File: src/core/usart_pkg.sv
`default_nettype none
package usart_pkg;
  localparam int AW = 32;
  localparam int DW = 32;
  localparam logic [7:0] OFF_DATA = 8'h00;
  localparam logic [7:0] OFF_CSA = 8'h04;
  localparam logic [7:0] OFF_CSB = 8'h08;
  localparam logic [7:0] OFF_CSC = 8'h0C;
  localparam logic [7:0] OFF_BDLO = 8'h10;
  localparam logic [7:0] OFF_BDHI = 8'h14;
  localparam logic [2:0] HSIZE_WORD = 3'h2;
  localparam int HTRANS_ACT = 1;
  localparam int CSA_RX_READY = 7;
  localparam int CSA_TX_DONE = 6;
  localparam int CSA_BUF_EMPTY = 5;
  localparam int CSA_DBL = 1;
  localparam int CSB_RXIE = 7;
  localparam int CSB_DONE_IE = 6;
  localparam int CSB_EMPTY_IE = 5;
  localparam int CSB_RX_ON = 4;
  localparam int CSB_TX_ON = 3;
  localparam int CSB_SIZE2 = 2;
  localparam int CSB_RX9 = 1;
  localparam int CSB_TX9 = 0;
  localparam int CSC_SYNC = 6;
  localparam int CSC_PAR_EN = 5;
  localparam int CSC_PAR_ODD = 4;
  localparam int CSC_STOP2 = 3;
  localparam int CSC_SIZE_LO = 1;
  localparam int CSC_SIZE_HI = 2;
  localparam int BDHI_W = 4;
  localparam logic [2:0] SIZE_RESET = 3'h3;
  localparam logic [2:0] SIZE_NINE = 3'h7;
  localparam logic [3:0] OS_NORMAL = 4'hF;
  localparam logic [3:0] OS_DOUBLE = 4'h7;
  localparam logic [3:0] OS_SYNC = 4'h1;
  localparam logic [3:0] BITS_MAX = 4'h9;
  localparam logic [3:0] BITS_BYTE = 4'h8;
  localparam int FRAME_W = 13;
  typedef enum logic {TX_IDLE = 1'b0, TX_SEND = 1'b1} tx_state_t;
  typedef enum logic [1:0] {RX_IDLE = 2'b00, RX_START = 2'b01, RX_BITS = 2'b10} rx_state_t;
  function automatic logic [3:0] char_bits(input logic [2:0] code);
    case (code)
      3'h0: return 4'h5;
      3'h1: return 4'h6;
      3'h2: return 4'h7;
      SIZE_NINE: return BITS_MAX;
      default: return BITS_BYTE;
    endcase
  endfunction : char_bits
endpackage : usart_pkg
`default_nettype wire

File: src/core/usart_core.sv
// Operation
// - transmitter on: serial output pin driven by transmitter
// - sync mode: device drives sync clock and times bits on it
// - data port write fills buffer; moves to shifter when idle or frame ends
// - loaded shifter sends one frame at divider, double-speed or sync rate
// - below eight bits, upper written data bits ignored
// - nine-bit mode: ninth bit from tx ninth-bit control, set before write
// - buffer-empty flag one when buffer empty, zero while holding data
// - buffer-empty irq held while flag set and enabled; data write clears flag
// - tx done set when frame left shifter and buffer empty
// - tx done cleared by irq service or writing one
// - tx done irq raised when flag set and enabled
// - parity enabled: parity bit after last data bit, before stop
// - clearing transmitter on waits until shifter and buffer empty
// - effectively disabled transmitter releases serial output pin
// - receiver on takes input pin; sync mode reception runs on its own two-tick sample count, not on the sync clock
// - receive starts on valid start bit, samples each bit
// - second stop bit ignored; frame complete at first stop
// - first stop bit copies shift register to receive buffer
// - below eight bits, data read returns zeros in upper bits
// - low start, data lsb first, one or two high stops, idle high
// - parity is xor of data, inverted for odd
// - bit period 16, 8 or 2 times divider plus one
// - rx ready flag one while unread data in receive buffer
`timescale 1ns/1ps
`default_nettype none
module usart_core #(
  parameter int DIV_W = 12
) (
  input wire logic i_mclk,
  input wire logic i_rst_n,
  input wire logic i_hsel,
  input wire logic [usart_pkg::AW-1:0] i_haddr,
  input wire logic [1:0] i_htrans,
  input wire logic i_hwrite,
  input wire logic [2:0] i_hsize,
  input wire logic [usart_pkg::DW-1:0] i_hwdata,
  input wire logic i_hready,
  output logic [usart_pkg::DW-1:0] o_hrdata,
  output logic o_hreadyout,
  output logic o_hresp,
  input wire logic i_rxd,
  input wire logic i_txdone_ack,
  output logic o_txd,
  output logic o_txd_oe,
  output logic o_rxd_own,
  output logic o_xck,
  output logic o_xck_oe,
  output logic o_irq_empty,
  output logic o_irq_txdone,
  output logic o_irq_rxready
);
  import usart_pkg::*;

  function automatic logic hit(input logic [7:0] a, input logic [7:0] t);
    return a == t;
  endfunction : hit

  function automatic logic [8:0] low_mask(input logic [3:0] n);
    return 9'(~(9'h1FF << n));
  endfunction : low_mask

  // parity accumulates only over the live data bits
  function automatic logic [FRAME_W-1:0] build_frame(input logic [8:0] d,
      input logic [3:0] n, input logic pe, input logic po);
    logic [FRAME_W-1:0] f;
    logic p;
    f = '1;
    f[0] = 1'b0;
    p = po;
    for (int i = 0; i < 9; i++) begin
      if (4'(i) < n) begin
        f[i+1] = d[i];
        p = p ^ d[i];
      end
    end
    if (pe) begin
      f[n+4'h1] = p;
    end
    return f;
  endfunction : build_frame

  logic wr_pend_q, rd_ok, addr_ph;
  logic [7:0] wr_addr_q, a_off;
  logic dbl_q, rxie_q, tdie_q, eie_q, rx_on_q, tx_on_q, tx9_q;
  logic sync_q, par_en_q, par_odd_q, stop2_q;
  logic [2:0] size_q;
  logic [DIV_W-1:0] baud_q, baud_cnt_q;
  logic [3:0] nbits, os_max, ph_q;
  logic tick, bound;
  tx_state_t tx_state_q;
  logic [FRAME_W-1:0] tx_sh_q;
  logic [3:0] tx_left_q;
  logic [8:0] txbuf_q;
  logic txbuf_full_q, tx_done_q, tx_eff_q, line_q, xck_q;
  logic load, frame_end, done_set;
  rx_state_t rx_state_q;
  logic rx_s1_q, rx_s2_q;
  logic [3:0] rx_os_q, rx_cnt_q;
  logic [8:0] rx_sh_q, rxbuf_q;
  logic rx_ready_q, rx_store, rx_samp;
  logic [7:0] csa_v, csb_v, csc_v;
  logic [DW-1:0] rd_word, hrdata_q;
  logic irq_e_q, irq_d_q, irq_r_q;

  assign addr_ph = i_hsel & i_hready & i_htrans[HTRANS_ACT] & (i_hsize == HSIZE_WORD);
  assign a_off = i_haddr[7:0];
  wire wr_data = wr_pend_q & hit(wr_addr_q, OFF_DATA) & tx_on_q;
  wire wr_csa = wr_pend_q & hit(wr_addr_q, OFF_CSA);
  wire wr_csb = wr_pend_q & hit(wr_addr_q, OFF_CSB);
  wire wr_csc = wr_pend_q & hit(wr_addr_q, OFF_CSC);
  wire wr_bdlo = wr_pend_q & hit(wr_addr_q, OFF_BDLO);
  wire wr_bdhi = wr_pend_q & hit(wr_addr_q, OFF_BDHI);
  assign rd_ok = addr_ph & ~i_hwrite;
  wire rd_data = rd_ok & hit(a_off, OFF_DATA);

  // zero-wait slave: every access completes in its data phase, always OKAY
  always_ff @(posedge i_mclk) begin
    if (!i_rst_n) begin
      wr_pend_q <= 1'b0;
      wr_addr_q <= '0;
      hrdata_q <= '0;
    end else begin
      wr_pend_q <= addr_ph & i_hwrite;
      wr_addr_q <= a_off;
      hrdata_q <= rd_ok ? rd_word : '0;
    end
  end

  always_ff @(posedge i_mclk) begin
    if (!i_rst_n) begin
      dbl_q <= 1'b0;
      {rxie_q, tdie_q, eie_q, rx_on_q, tx_on_q, tx9_q} <= '0;
      {sync_q, par_en_q, par_odd_q, stop2_q} <= '0;
      size_q <= SIZE_RESET;
      baud_q <= '0;
    end else begin
      if (wr_csa) begin
        dbl_q <= i_hwdata[CSA_DBL];
      end
      if (wr_csb) begin
        rxie_q <= i_hwdata[CSB_RXIE];
        tdie_q <= i_hwdata[CSB_DONE_IE];
        eie_q <= i_hwdata[CSB_EMPTY_IE];
        rx_on_q <= i_hwdata[CSB_RX_ON];
        tx_on_q <= i_hwdata[CSB_TX_ON];
        size_q[2] <= i_hwdata[CSB_SIZE2];
        tx9_q <= i_hwdata[CSB_TX9];
      end
      if (wr_csc) begin
        sync_q <= i_hwdata[CSC_SYNC];
        par_en_q <= i_hwdata[CSC_PAR_EN];
        par_odd_q <= i_hwdata[CSC_PAR_ODD];
        stop2_q <= i_hwdata[CSC_STOP2];
        size_q[1:0] <= i_hwdata[CSC_SIZE_HI:CSC_SIZE_LO];
      end
      if (wr_bdlo) begin
        baud_q[7:0] <= i_hwdata[7:0];
      end
      if (wr_bdhi) begin
        baud_q[DIV_W-1:8] <= i_hwdata[DIV_W-9:0];
      end
    end
  end

  always_comb begin
    csa_v = '0;
    csa_v[CSA_RX_READY] = rx_ready_q;
    csa_v[CSA_TX_DONE] = tx_done_q;
    csa_v[CSA_BUF_EMPTY] = ~txbuf_full_q;
    csa_v[CSA_DBL] = dbl_q;
    csb_v = {rxie_q, tdie_q, eie_q, rx_on_q, tx_on_q, size_q[2], rxbuf_q[8], tx9_q};
    csc_v = '0;
    csc_v[CSC_SYNC] = sync_q;
    csc_v[CSC_PAR_EN] = par_en_q;
    csc_v[CSC_PAR_ODD] = par_odd_q;
    csc_v[CSC_STOP2] = stop2_q;
    csc_v[CSC_SIZE_HI:CSC_SIZE_LO] = size_q[1:0];
  end

  // unmapped offsets read as zero
  assign rd_word = hit(a_off, OFF_DATA) ? DW'(rxbuf_q[7:0]) :
                   hit(a_off, OFF_CSA) ? DW'(csa_v) :
                   hit(a_off, OFF_CSB) ? DW'(csb_v) :
                   hit(a_off, OFF_CSC) ? DW'(csc_v) :
                   hit(a_off, OFF_BDLO) ? DW'(baud_q[7:0]) :
                   hit(a_off, OFF_BDHI) ? DW'(baud_q[DIV_W-1:8]) : '0;

  assign nbits = char_bits(size_q);
  assign os_max = sync_q ? OS_SYNC : (dbl_q ? OS_DOUBLE : OS_NORMAL);
  assign tick = (baud_cnt_q == '0);
  assign bound = tick & (ph_q == os_max);

  always_ff @(posedge i_mclk) begin
    if (!i_rst_n) begin
      baud_cnt_q <= '0;
      ph_q <= '0;
    end else begin
      baud_cnt_q <= tick ? baud_q : baud_cnt_q - 1'b1;
      if (tick) begin
        ph_q <= (ph_q >= os_max) ? 4'h0 : ph_q + 4'h1;
      end
    end
  end

  // buffer to shifter at bit boundary
  assign load = txbuf_full_q & bound & ((tx_state_q == TX_IDLE) | (tx_left_q == 4'h1));
  assign frame_end = (tx_state_q == TX_SEND) & bound & (tx_left_q == 4'h1);
  // done when shifter drains into an empty buffer
  assign done_set = frame_end & ~txbuf_full_q;

  always_ff @(posedge i_mclk) begin
    if (!i_rst_n) begin
      tx_state_q <= TX_IDLE;
      tx_sh_q <= '1;
      tx_left_q <= '0;
      line_q <= 1'b1;
    end else if (load) begin
      tx_state_q <= TX_SEND;
      tx_sh_q <= build_frame(txbuf_q, nbits, par_en_q, par_odd_q);
      tx_left_q <= 4'h2 + nbits + {3'h0, par_en_q} + {3'h0, stop2_q};
      line_q <= 1'b0;
    end else if (frame_end) begin
      tx_state_q <= TX_IDLE;
      tx_left_q <= '0;
      line_q <= 1'b1;
    end else if ((tx_state_q == TX_SEND) & bound) begin
      tx_sh_q <= {1'b1, tx_sh_q[FRAME_W-1:1]};
      tx_left_q <= tx_left_q - 4'h1;
      line_q <= tx_sh_q[1];
    end
  end

  always_ff @(posedge i_mclk) begin
    if (!i_rst_n) begin
      txbuf_full_q <= 1'b0;
      txbuf_q <= '0;
    end else if (wr_data) begin
      txbuf_full_q <= 1'b1;
      txbuf_q <= {tx9_q, i_hwdata[7:0]};
    end else if (load) begin
      txbuf_full_q <= 1'b0;
    end
  end

  always_ff @(posedge i_mclk) begin
    if (!i_rst_n) begin
      tx_done_q <= 1'b0;
    end else if (done_set) begin
      tx_done_q <= 1'b1;
    end else if (i_txdone_ack | (wr_csa & i_hwdata[CSA_TX_DONE])) begin
      tx_done_q <= 1'b0;
    end
  end

  // pin held until shifter and buffer drain
  always_ff @(posedge i_mclk) begin
    if (!i_rst_n) begin
      tx_eff_q <= 1'b0;
    end else begin
      tx_eff_q <= tx_on_q | (tx_state_q == TX_SEND) | txbuf_full_q | load;
    end
  end

  // sync clock: rising at data change, falling mid bit
  always_ff @(posedge i_mclk) begin
    if (!i_rst_n) begin
      xck_q <= 1'b0;
    end else if (!sync_q) begin
      xck_q <= 1'b0;
    end else if (bound) begin
      xck_q <= 1'b1;
    end else if (tick) begin
      xck_q <= 1'b0;
    end
  end

  always_ff @(posedge i_mclk) begin
    if (!i_rst_n) begin
      rx_s1_q <= 1'b1;
      rx_s2_q <= 1'b1;
    end else begin
      rx_s1_q <= i_rxd;
      rx_s2_q <= rx_s1_q;
    end
  end

  assign rx_samp = tick & (rx_os_q == os_max);
  assign rx_store = (rx_state_q == RX_BITS) & rx_samp &
                    (rx_cnt_q == nbits + {3'h0, par_en_q});

  // start validated at mid bit, then one sample per period
  always_ff @(posedge i_mclk) begin
    if (!i_rst_n) begin
      rx_state_q <= RX_IDLE;
      rx_os_q <= '0;
      rx_cnt_q <= '0;
      rx_sh_q <= '0;
    end else if (!rx_on_q) begin
      rx_state_q <= RX_IDLE;
    end else begin
      unique case (rx_state_q)
        RX_IDLE: begin
          rx_os_q <= '0;
          if (!rx_s2_q) begin
            rx_state_q <= RX_START;
          end
        end
        RX_START: begin
          if (tick && rx_os_q == (os_max >> 1)) begin
            rx_state_q <= rx_s2_q ? RX_IDLE : RX_BITS;
            rx_os_q <= '0;
            rx_cnt_q <= '0;
          end else if (tick) begin
            rx_os_q <= rx_os_q + 4'h1;
          end
        end
        RX_BITS: begin
          if (rx_samp) begin
            rx_os_q <= '0;
            rx_cnt_q <= rx_cnt_q + 4'h1;
            if (rx_cnt_q < nbits) begin
              rx_sh_q <= {rx_s2_q, rx_sh_q[8:1]};
            end
            if (rx_store) begin
              rx_state_q <= RX_IDLE;
            end
          end else if (tick) begin
            rx_os_q <= rx_os_q + 4'h1;
          end
        end
        default: rx_state_q <= RX_IDLE;
      endcase
    end
  end

  // receiver off flushes the buffer; a new frame wins over a read
  always_ff @(posedge i_mclk) begin
    if (!i_rst_n) begin
      rx_ready_q <= 1'b0;
      rxbuf_q <= '0;
    end else if (!rx_on_q) begin
      rx_ready_q <= 1'b0;
    end else if (rx_store) begin
      // store masked character with ninth bit
      rx_ready_q <= 1'b1;
      rxbuf_q <= 9'(rx_sh_q >> (BITS_MAX - nbits)) & low_mask(nbits);
    end else if (rd_data) begin
      rx_ready_q <= 1'b0;
    end
  end

  always_ff @(posedge i_mclk) begin
    if (!i_rst_n) begin
      irq_e_q <= 1'b0;
      irq_d_q <= 1'b0;
      irq_r_q <= 1'b0;
    end else begin
      irq_e_q <= eie_q & ~txbuf_full_q;
      irq_d_q <= tdie_q & tx_done_q;
      irq_r_q <= rxie_q & rx_ready_q;
    end
  end

  assign o_hrdata = hrdata_q;
  assign o_hreadyout = 1'b1;
  assign o_hresp = 1'b0;
  assign o_txd = line_q;
  assign o_txd_oe = tx_eff_q;
  assign o_rxd_own = rx_on_q;
  assign o_xck = xck_q;
  assign o_xck_oe = sync_q;
  assign o_irq_empty = irq_e_q;
  assign o_irq_txdone = irq_d_q;
  assign o_irq_rxready = irq_r_q;
endmodule : usart_core
`default_nettype wire

File: config.mk
export PLATFORM = sky130hd
export DESIGN_NAME = usart_core
export DESIGN_NICKNAME = d
export VERILOG_FILES = /design/src/core/usart_pkg.sv /design/src/core/usart_core.sv
export SDC_FILE = /design/constraint.sdc
export NUM_CORES = 1
export LEC_CHECK = 0
export BUFFER_PORTS_ARGS = -buffer_cell sky130_fd_sc_hd__buf_2
export CAP_MARGIN = 20
export CORE_MARGIN = 2
export CORE_UTILIZATION = 62
export CTS_BUF_LIST = sky130_fd_sc_hd__clkbuf_8
export DETAILED_ROUTE_END_ITERATION = 6
export GPL_TIMING_DRIVEN = 0
export PLACE_DENSITY_LB_ADDON = 0.3
export SLEW_MARGIN = 10
export SYNTH_ARGS = -nofsm -noshare
export SYNTH_HDL_FRONTEND = slang
export SYNTH_SLANG_ARGS = --single-unit
File: constraint.sdc
create_clock -name i_mclk -period 7.7 [get_ports i_mclk]
set_clock_uncertainty 0.05 [all_clocks]
set_input_delay 1.155 -clock i_mclk [delete_from_list [all_inputs] [get_ports i_mclk]]
set_output_delay 1.155 -clock i_mclk [all_outputs]
set_load 0.01 [all_outputs]
==> flow_summary_export.csv <==
group,metric,value,unit
power,power_density,207.4,nW/um^2
cts,cts-root-buf,"clkbuf_8",
critical_path,r2r_slack,4.18,ns
power,p_comb_share,15.4,%
critical_path,cp.arrival,3.86,ns
floorplanning,fp.dieH,107.1,um
cts,h-tree-depth,4,
final_layout,area_growth,13.61,%
synthesis,postSynthCellCount,746,
floorplanning,core_area,10320,um^2
grt,antenna_found_initial,0,
hold_path,hold_class,"flip-flop to flip-flop",
power,clkPwrFrac,39.4,%
detailed_routing,viasPerCell,6.034,
critical_path,reg2reg_depth,12,
detailed_routing,vias,5913,
critical_path,r2r-end,"rxbuf_q[1]",
grt,grt_pass1_vias,5637,
power,p_sw,0.4532,mW
detailed_routing,route.detailed.drc,0,
sta,fmax,284.4,MHz
final_layout,stdcell_area,7491,um^2
critical_path,required,8.04,ns
placed_design,finalWeightedCongestion,0.9232,
placed_design,dp_cells,948,
sta,min_period,3.517,ns
cts,cts_resized,0,
cts,hold_buffers,0,
grt,grt_max_degree,17,
synthesis,synthArstFlopShare,0,%
power,p_seq_share,45.1,%
synthesis,synth_warnings,0,
cts,clk_latency,0.46,ns
detailed_routing,dr.pass1.iters,5,
final_layout,stdcell_count,980,
power,power.internal,1.100,mW
critical_path,critPathLaunchType,"flip-flop",
synthesis,synth_cell_types,83,
final_layout,final_util,72.56,%
floorplanning,dieArea,11480,um^2
critical_path,end_kind,"flip-flop",
sta,finalSetupTns,0,ns
power,power.leakage,3.339,nW
cts,post_cts_buffers,0,
sta,period_share,45.67,%
detailed_routing,wl_per_cell,17.43,um
final_layout,nets,931,
synthesis,synth-edff-count,0,
critical_path,critPathKind,"flip-flop to flip-flop",
sta,whs,0.3714,ns
synthesis,ys_ff_latch,124,
cts,cts_made_buffers,17,
critical_path,timing.rr.start,"size_q[0]",
cts,cts_tree,"yes",
hold_path,whs_path_depth,1,
sta,finalHoldViolations,0,
detailed_routing,antenna_left,0,
sta,rsz0062_at_grt,"no",
sta,slew_violations,0,
sta,relSlewSlack,49.32,%
floorplanning,chipWidth,107.1,um
detailed_routing,drtIter0Drc,395,
detailed_routing,routed_wl,17080,um
synthesis,ys_seq_area_share,37.65,%
grt,track_usage,30.67,%
grt,grt_pass1_wl,27340,um
synthesis,avgSynthCellArea,8.839,um^2
final_layout,antenna_cells,0,
cts,clk_path_buf_depth,2,
floorplanning,rows,37,
flow_run,cap_viol_max_count,0,
synthesis,netlist_area,6594,um^2
power,switching_share,29.17,%
cts,cts_sinks,124,
sta,finalSetupViolCount,0,
hold_path,min_from,"rx_s1_q",
power,irDropWorstVdd,172.4,uV
outcome,outcome,"finished clean",
placed_design,io_buffers,42,
cts,path_clk_slew,0.07,ns
floorplanning,io_pins,118,
floorplanning,initial_utilization,63.87,%
hold_path,holdPathEnd,"rx_s2_q",
final_layout,drive_above_1_share,15.76,%
synthesis,ys_dominant_reg_cell,"dfxtp_1",
placed_design,postPlaceCellArea,7064,um^2
critical_path,path_max_fanout,10,
placed_design,dp_hpwl,12610,um
sta,worst_slew_pin_slew,0.7602,ns
grt,gr-total-overflow,0,
synthesized netlist by cell type (6+ instances only):
master / n / area (um^2)
a22oi_1: 7 / 52.55
nand4_1: 8 / 50.05
a21oi_1: 38 / 190.2
or4_1: 6 / 45.04
a211oi_1: 9 / 67.56
o21ai_1: 6 / 30.03
buf_2: 6 / 30.03
inv_1: 27 / 101.4
and3_1: 7 / 43.79
nand3_1: 21 / 105.1
clkbuf_1: 23 / 86.33
nand2_1: 59 / 221.5
buf_4: 26 / 195.2
o211ai_1: 6 / 45.04
nand2b_1: 9 / 56.30
nor3_1: 11 / 55.05
xnor2_1: 13 / 113.9
a31oi_1: 11 / 68.82
mux2i_1: 62 / 620.6
o21ai_0: 18 / 90.09
dfxtp_1: 124 / 2482
nor2b_1: 8 / 50.05
or3_1: 8 / 50.05
and2_1: 8 / 50.05
ha_1: 23 / 287.8
nor2_1: 92 / 345.3
cells in the final DEF (no fill, tap or decap), types with 7 or more instances in the layout:
master / Yosys / final
a211oi_1: 9 / 9
a21oi_1: 38 / 38
a22oi_1: 7 / 7
a31oi_1: 11 / 11
and2_1: 8 / 8
and3_1: 7 / 7
buf_2: 6 / 48
buf_4: 26 / 26
clkbuf_1: 23 / 23
clkbuf_8: 2 / 21
conb_1: 2 / 26
dfxtp_1: 124 / 124
ha_1: 23 / 23
inv_1: 27 / 27
mux2i_1: 62 / 62
nand2_1: 59 / 59
nand2b_1: 9 / 9
nand3_1: 21 / 21
nand4_1: 8 / 8
nor2_1: 92 / 92
nor2b_1: 8 / 8
nor3_1: 11 / 11
o21ai_0: 18 / 18
or3_1: 8 / 8
xnor2_1: 13 / 13
layout make-up:
class	instances	area [um^2]
Inverter	27	101.3
Clock inverter	13	165.2
Buffer	63	391.6
Clock buffer	19	261.5
Fill cell	787	2833
Multi-Input combinational cell	556	3709
Tap cell	136	170.2
Timing Repair Buffer	42	210.2
Sequential cell	124	2482
metrics by stage:
step	setup WS (ns)	power (mW)
6_report	4.183	1.553
3_5_place_dp	4.189	0.9481
5_1_grt	3.914	1.611
3_3_place_gp	4.267	0.9378
4_1_cts	4.181	1.553
2_1_floorplan	4.528	0.8810
critical path: stages, from the launching register on:
cell and delay, ns:
dfxtp_1 0.37, buf_2 0.25, nor2_2 0.13, nor2_8 0.22, inv_1 0.11, ha_1 0.22
ha_1 0.21, xor2_1 0.15, or4_1 0.52, a211oi_2 0.38, nand3_2 0.15, or4b_1 0.55
a21oi_1 0.14
how the worst max path moves through the flow:
stage,cells past startpoint,start,to
detailed placement,12,size_q[0],rxbuf_q[1]
global placement,12,size_q[0],rxbuf_q[1]
global route,13,size_q[0],rxbuf_q[5]
floorplan,13,size_q[1],rxbuf_q[1]
finish,12,size_q[0],rxbuf_q[1]
CTS,12,size_q[0],rxbuf_q[1]
state kept, by name, summed over array words and instances, names as in the netlist, 8 cells and up:
signal      flops
baud_q         12
wr_addr_q       8
baud_cnt_q     12
rx_sh_q         9
txbuf_q         9
tx_sh_q        12
o_hrdata        8
rxbuf_q         9
power by group through the flow:
stage               clock, mW  combinational (mW)  sequential (mW)
detailed placement          0               0.233            0.715
finish                  0.612               0.240            0.701
global route            0.644               0.261            0.706
floorplan                   0               0.174            0.707
global placement            0               0.226            0.711
CTS                     0.618               0.235            0.700
kinds of logic (layout without fill, tap and decap cells):
family | count (synthesis) | count (layout) | share of synthesized area, %
AND/OR/NAND/NOR | 269 | 269 | 20.51
AO/OA/AOI/OAI | 150 | 150 | 15.73
flip-flops | 124 | 124 | 37.65
buffers and inverters | 90 | 164 | 7.476
multiplexers | 68 | 68 | 11.12
adder cells (fa/ha/maj) | 24 | 24 | 4.668
XOR/XNOR | 19 | 19 | 2.732
other | 2 | 26 | 0.1139
metal layers:
metal	up-vias	global-route usage, %	wire length [um]
met5	-	0	0
met4	0	14.10	549
met3	56	7.781	1313
li1	2797	-	-
met2	260	49.01	8075
met1	2800	38.90	7144
Power figures use the tool's default switching activity.
